**config.mk**
```make
export PLATFORM = sky130hd
export DESIGN_NAME = asp_command_port
export DESIGN_NICKNAME = d
export VERILOG_FILES = /design/src/asp_pkg.sv /design/src/asp_reg_if.sv /design/src/asp_reg_file.sv /design/src/asp_sync.sv /design/src/asp_command_port.sv
export SDC_FILE = /design/constraint.sdc
export NUM_CORES = 1
export LEC_CHECK = 0
export ABC_AREA = 1
export BUFFER_PORTS_ARGS = -buffer_cell sky130_fd_sc_hd__buf_2
export CORE_MARGIN = 4
export CORE_UTILIZATION = 35
export CTS_BUF_LIST = sky130_fd_sc_hd__clkbuf_4 sky130_fd_sc_hd__clkbuf_8 sky130_fd_sc_hd__clkbuf_16
export DETAILED_ROUTE_END_ITERATION = 10
export PLACE_DENSITY = 0.59
export RECOVER_POWER = 50
export SLEW_MARGIN = 20
export SYNTH_ARGS = -nofsm -noshare
export SYNTH_HDL_FRONTEND = slang
export SYNTH_SLANG_ARGS = --single-unit
```
**constraint.sdc**
```tcl
create_clock -name core_clk -period 2 [get_ports core_clk]
set_input_delay 0.2 -clock core_clk [delete_from_list [all_inputs] [get_ports core_clk]]
set_output_delay 0.2 -clock core_clk [all_outputs]
set_load 0.01 [all_outputs]
```
**src/asp_pkg.sv**
```systemverilog
// Purpose: shared constants and types for the serial command port
// Assumes: core_clk at 200 MHz, synchronous active-high reset
// Notes: registers are nine bits, bit 0 is the row parity
// Notes on behaviour
// - Select pin is always an input; a pull-up keeps it high when undriven. No pull-up here: the select sync only resets high.
// - Data pin outputs received data while select high; input, or output in read result. Here undriven with select high while type 1x is selected.
// - Result frame gives seven dummy bits, eight data bits, then the parity bit.
// - Select-high gap counts as one clock; data begins at the eighth clock after it.
// - Frame is 3-bit command, 4-bit address, data byte, parity, MSB first.
// - Clock idles low; sample on rising edge, change output on falling edge.
// - Clock count while select low must be exactly 16, else abort.
// - Command 000 turns on clamps of channels disabled in register 0.
// - Command 001 turns off the clamps of all channels.
// - Command 010 enters sleep; any other valid command wakes the device.
// - Command 011 holds gain level; command 100 returns gain to tracking.
// - Command 101 triggers a soft reset of internal blocks.
// - Command 110 reads registers 0 to 7; status parity position is don't-care.
// - Command 111 writes byte and parity; writes to status are ignored.
// - Address 0110 is the column parity byte, readable and writable.
// - Output type 00 demodulated data, 01 carrier clock, 1x signal strength.
// - Discharge switch acts only while signal-strength output is selected.
// - Soft reset is ignored unless the device is in active mode.
// - Soft reset during clamp-on keeps the clamp on.
// - Signal-strength output is suspended during a serial transfer, then resumes.
package asp_pkg;
  localparam int REG_WIDTH = 9;
  localparam int ADDR_WIDTH = 4;
  localparam int FRAME_BITS = 16;
  localparam int REG_COUNT = 8;
  localparam logic [3:0] ADDR_GENERAL = 4'h0;
  localparam logic [3:0] ADDR_X_TUNE = 4'h1;
  localparam logic [3:0] ADDR_Y_TUNE = 4'h2;
  localparam logic [3:0] ADDR_Z_TUNE = 4'h3;
  localparam logic [3:0] ADDR_XY_SENS = 4'h4;
  localparam logic [3:0] ADDR_Z_SENS = 4'h5;
  localparam logic [3:0] ADDR_COLUMN = 4'h6;
  localparam logic [3:0] ADDR_STATE = 4'h7;
  localparam logic [8:0] REG_RESET = 9'h000;
  localparam int CH_X_EN_BIT = 1;
  localparam int CH_Y_EN_BIT = 2;
  localparam int CH_Z_EN_BIT = 3;
  localparam int OUT_TYPE_HI = 8;
  localparam int OUT_TYPE_LO = 7;
  localparam int DISCHARGE_BIT = 8;
  localparam int CMD_HI = 15;
  localparam int CMD_LO = 13;
  localparam int ADDR_HI = 12;
  localparam int ADDR_LO = 9;
  localparam int DATA_HI = 8;
  localparam int DUMMY_BITS = 7;
  localparam logic [4:0] RESULT_START = 5'h07;
  typedef enum logic [2:0] {
    CMD_CLAMP_ON   = 3'h0,
    CMD_CLAMP_OFF  = 3'h1,
    CMD_SLEEP      = 3'h2,
    CMD_GAIN_HOLD  = 3'h3,
    CMD_GAIN_TRACK = 3'h4,
    CMD_SOFT_RESET = 3'h5,
    CMD_READ       = 3'h6,
    CMD_WRITE      = 3'h7
  } asp_cmd_type;
  typedef enum logic [1:0] {
    OUT_DEMOD   = 2'h0,
    OUT_CARRIER = 2'h1
  } asp_out_type;
endpackage : asp_pkg

```
**src/asp_reg_if.sv**
```systemverilog
// Purpose: register file access bundle
// Assumes: same clock on both sides
// Notes: one write port, one read port
`timescale 1ns/1ps
`default_nettype none
interface asp_reg_if;
  logic       writeEn;
  logic [3:0] writeAddr;
  logic [8:0] writeData;
  logic [3:0] readAddr;
  logic [8:0] readData;
  logic [8:0] generalReg;
  logic [8:0] xTuneReg;
  logic [8:0] yTuneReg;
  modport ctrl (output writeEn, output writeAddr, output writeData, output readAddr,
                input readData, input generalReg, input xTuneReg, input yTuneReg);
  modport store (input writeEn, input writeAddr, input writeData, input readAddr,
                 output readData, output generalReg, output xTuneReg, output yTuneReg);
endinterface : asp_reg_if
`default_nettype wire

```
**src/asp_reg_file.sv**
```systemverilog
// Purpose: seven nine-bit configuration registers plus the status word, with registered read
// Assumes: status word supplied from outside
// Notes: power-on clear of every register
`timescale 1ns/1ps
`default_nettype none
module asp_reg_file (
  input  wire logic       core_clk,
  input  wire logic       sys_rst,
  input  wire logic [8:0] statusWord,
  asp_reg_if.store        regs
);
  import asp_pkg::*;
  logic [8:0] mem_reg [0:REG_COUNT-2];
  genvar g;
  generate
    for (g = 0; g < REG_COUNT - 1; g++) begin : gen_cfg
      always_ff @(posedge core_clk) begin
        if (sys_rst) begin
          mem_reg[g] <= REG_RESET;
        end else if (regs.writeEn && regs.writeAddr == 4'(g)) begin
          mem_reg[g] <= regs.writeData;
        end
      end
    end
  endgenerate
  always_ff @(posedge core_clk) begin
    if (sys_rst) begin
      regs.readData <= REG_RESET;
    end else if (regs.readAddr == ADDR_STATE) begin
      regs.readData <= statusWord;
    end else if (regs.readAddr[3]) begin
      regs.readData <= REG_RESET;
    end else begin
      regs.readData <= mem_reg[regs.readAddr[2:0]];
    end
  end
  assign regs.generalReg = mem_reg[ADDR_GENERAL[2:0]];
  assign regs.xTuneReg   = mem_reg[ADDR_X_TUNE[2:0]];
  assign regs.yTuneReg   = mem_reg[ADDR_Y_TUNE[2:0]];
endmodule : asp_reg_file
`default_nettype wire

```
**src/asp_sync.sv**
```systemverilog
// Purpose: three-stage input synchroniser
// Assumes: asynchronous input
// Notes: output changes only when stages two and three agree
`timescale 1ns/1ps
`default_nettype none
module asp_sync (
  input  wire logic core_clk,
  input  wire logic sys_rst,
  input  wire logic resetValue,
  input  wire logic pinIn,
  output logic      syncOut
);
  logic [2:0] stage_reg;
  always_ff @(posedge core_clk) begin
    if (sys_rst) begin
      // Start at the pin's idle level so no false edge follows reset
      stage_reg <= {3{resetValue}};
      syncOut   <= resetValue;
    end else begin
      stage_reg <= {stage_reg[1:0], pinIn};
      if (stage_reg[2] == stage_reg[1]) begin
        syncOut <= stage_reg[2];
      end
    end
  end
endmodule : asp_sync
`default_nettype wire

```
**src/asp_command_port.sv**
```systemverilog
// Purpose: serial slave port and command decoder
// Assumes: master follows mode 0,0 framing; link clock far slower than core_clk
// Notes: pin edges are found by sampling; clamp, sleep and gain are levels out, reset is a one-cycle pulse
`timescale 1ns/1ps
`default_nettype none
module asp_command_port (
  input  wire logic       core_clk,
  input  wire logic       sys_rst,
  input  wire logic       selectN,
  input  wire logic       serialClk,
  input  wire logic       dataIn,
  output logic            dataOut,
  output logic            dataOe,
  input  wire logic       demodData,
  input  wire logic       carrierClk,
  input  wire logic       activeMode,
  input  wire logic [8:0] statusWord,
  output logic [2:0]      clampOn,
  output logic            sleepMode,
  output logic            gainHold,
  output logic            softReset,
  output logic            strengthEnable,
  output logic            dischargeOn,
  output asp_pkg::asp_out_type outputMode,
  output logic [1:0]      outputType
);
  import asp_pkg::*;

  asp_reg_if regs ();
  logic selSync;
  logic clkSync;
  logic datSync;
  logic selPrev_reg;
  logic clkPrev_reg;
  logic [4:0] bitCount_reg;
  logic [15:0] shift_reg;
  logic readPending_reg;
  logic resultPhase_reg;
  logic [15:0] result_reg;
  logic driveBit_reg;
  logic [2:0] lastCmd;

  // Select idles high: its sync resets to 1, but a floating pin is not pulled up here
  asp_sync u_sel (.core_clk(core_clk), .sys_rst(sys_rst), .resetValue(1'b1),
                  .pinIn(selectN), .syncOut(selSync));
  asp_sync u_clk (.core_clk(core_clk), .sys_rst(sys_rst), .resetValue(1'b0),
                  .pinIn(serialClk), .syncOut(clkSync));
  asp_sync u_dat (.core_clk(core_clk), .sys_rst(sys_rst), .resetValue(1'b0),
                  .pinIn(dataIn), .syncOut(datSync));
  asp_reg_file u_regs (.core_clk(core_clk), .sys_rst(sys_rst),
                       .statusWord(statusWord), .regs(regs));

  // Select sync resets high, its idle level, so reset makes no select edge
  wire selLow  = ~selSync;
  wire selFall = selPrev_reg & ~selSync;
  wire selRise = ~selPrev_reg & selSync;
  wire clkRise = ~clkPrev_reg & clkSync;
  wire clkFall = clkPrev_reg & ~clkSync;
  wire frameOk = (bitCount_reg == 5'h10) && !resultPhase_reg;

  function automatic logic oddParity(input logic [8:0] w);
    oddParity = ^w;
  endfunction : oddParity

  assign lastCmd = shift_reg[CMD_HI:CMD_LO];

  always_ff @(posedge core_clk) begin
    if (sys_rst) begin
      selPrev_reg <= 1'b1;
      clkPrev_reg <= 1'b0;
    end else begin
      selPrev_reg <= selSync;
      clkPrev_reg <= clkSync;
    end
  end

  // Bit counter and input shifter; rising edge samples, MSB first
  always_ff @(posedge core_clk) begin
    if (sys_rst) begin
      bitCount_reg <= 5'h00;
      shift_reg    <= 16'h0000;
    end else if (selFall) begin
      bitCount_reg <= 5'h00;
    end else if (selLow && clkRise) begin
      shift_reg <= {shift_reg[14:0], datSync};
      // Count saturates past one frame: a longer burst can never match
      if (bitCount_reg != 5'h1F) begin
        bitCount_reg <= bitCount_reg + 5'h01;
      end
    end
  end

  // Register write only on select rise after a full frame
  always_ff @(posedge core_clk) begin
    if (sys_rst) begin
      regs.writeEn   <= 1'b0;
      regs.writeAddr <= 4'h0;
      regs.writeData <= REG_RESET;
    end else begin
      regs.writeEn <= selRise && frameOk && lastCmd == CMD_WRITE &&
                      shift_reg[ADDR_HI:ADDR_LO] != ADDR_STATE;
      regs.writeAddr <= shift_reg[ADDR_HI:ADDR_LO];
      regs.writeData <= shift_reg[DATA_HI:0];
    end
  end

  // Read two-phase sequence
  always_ff @(posedge core_clk) begin
    if (sys_rst) begin
      readPending_reg <= 1'b0;
      resultPhase_reg <= 1'b0;
      regs.readAddr   <= 4'h0;
    end else if (selRise) begin
      resultPhase_reg <= 1'b0;
      readPending_reg <= frameOk && lastCmd == CMD_READ;
      if (frameOk && lastCmd == CMD_READ) begin
        regs.readAddr <= shift_reg[ADDR_HI:ADDR_LO];
      end
    end else if (selFall && readPending_reg) begin
      resultPhase_reg <= 1'b1;
      readPending_reg <= 1'b0;
    end
  end

  // Result shifter: dummy bits, data byte, parity; update on falling edge
  always_ff @(posedge core_clk) begin
    if (sys_rst) begin
      result_reg   <= 16'h0000;
      driveBit_reg <= 1'b0;
    end else if (selFall && readPending_reg) begin
      result_reg   <= {{DUMMY_BITS{1'b0}}, regs.readData};
      driveBit_reg <= 1'b0;
    end else if (resultPhase_reg && selLow && clkFall) begin
      driveBit_reg <= result_reg[15];
      result_reg   <= {result_reg[14:0], 1'b0};
    end
  end

  // Command execution on completed frames
  always_ff @(posedge core_clk) begin
    if (sys_rst) begin
      clampOn   <= 3'h0;
      sleepMode <= 1'b0;
      gainHold  <= 1'b0;
      softReset <= 1'b0;
    end else begin
      softReset <= 1'b0;
      if (selRise && frameOk) begin
        sleepMode <= (lastCmd == CMD_SLEEP);
        unique case (lastCmd)
          CMD_CLAMP_ON: begin
            clampOn <= ~{regs.generalReg[CH_Z_EN_BIT], regs.generalReg[CH_Y_EN_BIT],
                         regs.generalReg[CH_X_EN_BIT]};
          end
          CMD_CLAMP_OFF: begin
            clampOn <= 3'h0;
          end
          CMD_SLEEP: begin
          end
          CMD_GAIN_HOLD: begin
            gainHold <= 1'b1;
          end
          CMD_GAIN_TRACK: begin
            gainHold <= 1'b0;
          end
          CMD_SOFT_RESET: begin
            // Clamp state deliberately untouched by the pulse
            softReset <= activeMode;
          end
          CMD_READ: begin
          end
          CMD_WRITE: begin
          end
        endcase
      end
    end
  end

  assign outputType = regs.xTuneReg[OUT_TYPE_HI:OUT_TYPE_LO];
  wire strengthSel = outputType[1];

  always_comb begin
    outputMode     = asp_out_type'(outputType[0] ? OUT_CARRIER : OUT_DEMOD);
    strengthEnable = strengthSel && !selLow;
    dischargeOn    = strengthSel && regs.yTuneReg[DISCHARGE_BIT];
  end

  // Pad: drive data while select high (non-strength), or in read result
  always_comb begin
    if (!selLow) begin
      dataOe  = !strengthSel;
      dataOut = outputType[0] ? carrierClk : demodData;
    end else if (resultPhase_reg) begin
      dataOe  = 1'b1;
      dataOut = driveBit_reg;
    end else begin
      dataOe  = 1'b0;
      dataOut = 1'b0;
    end
  end

  wire unusedParity = oddParity(shift_reg[8:0]);
endmodule : asp_command_port
`default_nettype wire

```
==> impl_metrics.tcl <==
set metrics [dict create \
    hold_start "statusWord[7]" \
    p_int_uw 5370 \
    finalHoldViolations 0 \
    timing.rr.end "u_regs.mem_reg[2][7]" \
    syn2layout_area_growth_pct 16.0 \
    holdPathStages 3 \
    drc 0 \
    drv_slew 0 \
    synthCells 757 \
    avgSynthCellArea_sq_um 8.36 \
    cts.hold.buffers_added 3 \
    hold_class "input pin to flip-flop" \
    io_pins 31 \
    finalSetupTns_ns 0 \
    irDropWorstVdd_v 0.000873 \
    synth_cell_types 35 \
    p_clk_share_pct 47.5 \
    synth_flop_cell "dfxtp_1" \
    switching_power_uw 1390 \
    cp_slowest_cell "clkbuf_1" \
    skew_ns 0.00769 \
    synthTopCellsByArea "edfxtp_1 (30%), dfxtp_1 (28%), nand2_1 (9.5%)" \
    ys_warn_count 0 \
    grt_max_degree 47 \
    cts.root.buffer_cell "clkbuf_16" \
    cp_slowest_stage_delay_ns 0.42 \
    clkLatencyLatePin_ns 0.42 \
    gp_congestion 0.821 \
    drive_gt1_share_pct 9.53 \
    setup_viol 0 \
    grt_pass1_vias 4516 \
    fp.dieW_microns 142 \
    post-cts-setup-buffers 0 \
    holdPathEnd "u_regs.regs.readData[7]" \
    cap_violations 0 \
    slew_headroom_pct 34.7 \
    synth_top_area_cell "edfxtp_1" \
    critical_path.max_fanout 9 \
    largest_reg_flops 63 \
    antenna_cells 0 \
    p_comb_share_pct 2.9 \
    drt_iter0_drc 329 \
    syn_area_sq_um 6330 \
    cp_data_required_time_ns 2.05 \
    io_buffer_count 29 \
    ff2ff_setup_slack_ns 0.31 \
    via_per_inst 4.67 \
    fmaxAchievable_mhz 593 \
    ctsHtreeMaxLevel 4 \
    r2r-start "regs.writeEn" \
    synth_edf_count 63 \
    vias 4824 \
    grt_pass1_wl_mm 23.5 \
    track_usage_pct 14.8 \
    cts_made_buffers 17 \
    synth-seq-cells 153 \
    final_antenna_net_count 0 \
    worst_pin_slew_ns 0.980 \
    grt.overflow.total 0 \
    ys_seq_area_share_pct 58.4 \
    die_area_sq_um 20300 \
    pwr-share-seq_pct 49.6 \
    avgRoutedWirePerCell_microns 13.7 \
    synth_common_cells "nand2_1 (160), nor2_1 (150), inv_1 (94)" \
    dpl.hpwl_mm 9.47 \
    rows 48 \
    tritoncts "built" \
    critPathLaunchType "flip-flop" \
    end_kind "flip-flop" \
    yosysMostFrequentCell "nand2_1" \
    synth_nets 777 \
    r2r_cells 5 \
    nNetsFinal 815 \
    status "finished clean" \
    fin_cells 1033 \
    coreArea_sq_um 17500 \
    die_h_microns 142 \
    grt_setup_unrepaired "no" \
    switching_share_pct 20.6 \
    p_per_area_nw_per_um2 920 \
    yosys.area.top_type_share_pct 29.9 \
    clk_path_buf_depth 2 \
    crit_chain "inv_1 > nor3_4 > inv_1 > o21ai_0 > clkbuf_1" \
    path_clk_slew_ns 0.06 \
    wl_mm 14.1 \
    start_util_pct 36.1 \
    cts-resized-gates 0 \
    p_leak_uw 0.00296 \
    dp_cells 998 \
    path_common_cell "inv_1" \
    firstDrtPassIters 5 \
    fin_crit_sh_pct 84.3 \
    min_period_ns 1.69 \
    synth_async_sr_flop_share_pct 0 \
    arrival_ns 1.74 \
    antenna_found_initial 0 \
    cts_sinks 153 \
    crit_type "flip-flop to flip-flop" \
]
per-stage QoR:
stage	hold WS [ns]	utilization (%)	setup slack [ns]	total power (uW)	instance area, sq um
4_1_cts	0.0141	42.0	0.423	6840	7370
2_1_floorplan	0.304	-	0.244	3540	6330
6_report	0.0313	41.9	0.313	6760	7340
3_3_place_gp	0.390	38.4	0.444	3610	6730
5_1_grt	0.0240	41.9	0.191	7000	7340
3_5_place_dp	0.397	38.4	0.420	3620	6730
power groups by stage:
| stage | Clock (uW) | Combinational (uW) | Sequential (uW) |
|---|---|---|---|
| floorplan | 0 | 129 | 3410 |
| global placement | 0 | 199 | 3420 |
| detailed placement | 0 | 199 | 3420 |
| CTS | 3280 | 205 | 3350 |
| global route | 3410 | 230 | 3360 |
| finish | 3210 | 199 | 3350 |
logic make-up (layout without fill, tap and decap cells):
logic type                 count (synthesis)  count (layout)  synth area share (%)
other                                      1               1                0.0593
and+or+nand+nor                          383             383                  25.3
AOI/OAI and AO/OA                         85              85                  6.98
DFF                                      153             153                  58.4
xor gates and xnor gates                   1               1                 0.138
adders and majority gates                  3               3                 0.593
buffers and inverters                    131             182                  8.52
cells in the final DEF (no fill, tap or decap), types with 2 or more instances in the layout:
cell type and instances:
dfxtp_1 90, nor3_2 2, ha_1 3, buf_2 17, clkbuf_1 13, edfxtp_1 63
nor2_4 2, inv_2 3, inv_4 4, o21ai_0 37, nor2_1 150, buf_4 11
clkbuf_16 18, a21oi_1 35, nand2_1 160, clkbuf_2 2, clkinv_1 3, a31oi_1 8
dlygate4sd3_1 3, inv_1 96, o21ai_1 2, nand3_1 48, clkbuf_8 5, nand4_1 10
or2_2 3, nand3b_1 2, clkinv_4 3
area by class of cell:
type	instances	area, sq um
Fill cell	1767	10200
Sequential cell	153	3690
Multi-Input combinational cell	473	2100
Clock buffer	24	527
Inverter	103	389
Tap cell	225	282
Timing Repair Buffer	47	277
Clock inverter	8	80.1
how the worst max path moves through the flow:
stage	end	start	slack, ns
global placement	bitCount_reg[3]	bitCount_reg[0]	0.44
global route	u_regs.mem_reg[2][7]	regs.writeEn	0.19
detailed placement	bitCount_reg[3]	bitCount_reg[0]	0.42
floorplan	u_regs.mem_reg[0][0]	regs.writeEn	0.24
CTS	bitCount_reg[3]	bitCount_reg[0]	0.42
finish	u_regs.mem_reg[2][7]	regs.writeEn	0.31
worst max-delay path: cells and delay by family (launching register included):
family          cells  cell delay (ns)
buf+inv             3             0.60
simple gates        1             0.21
compound gates      1             0.15
flops               1             0.37
layer usage:
metal,track usage [%],up-vias,share of wire (%),routed length (microns)
met3,3.60,12,4.9,685
li1,-,2483,-,-
met2,22.5,97,46,6510
met1,20.9,2232,48,6760
met4,4.25,0,1.2,164
met5,0,-,0,0
(Power assumes the default switching activity.)
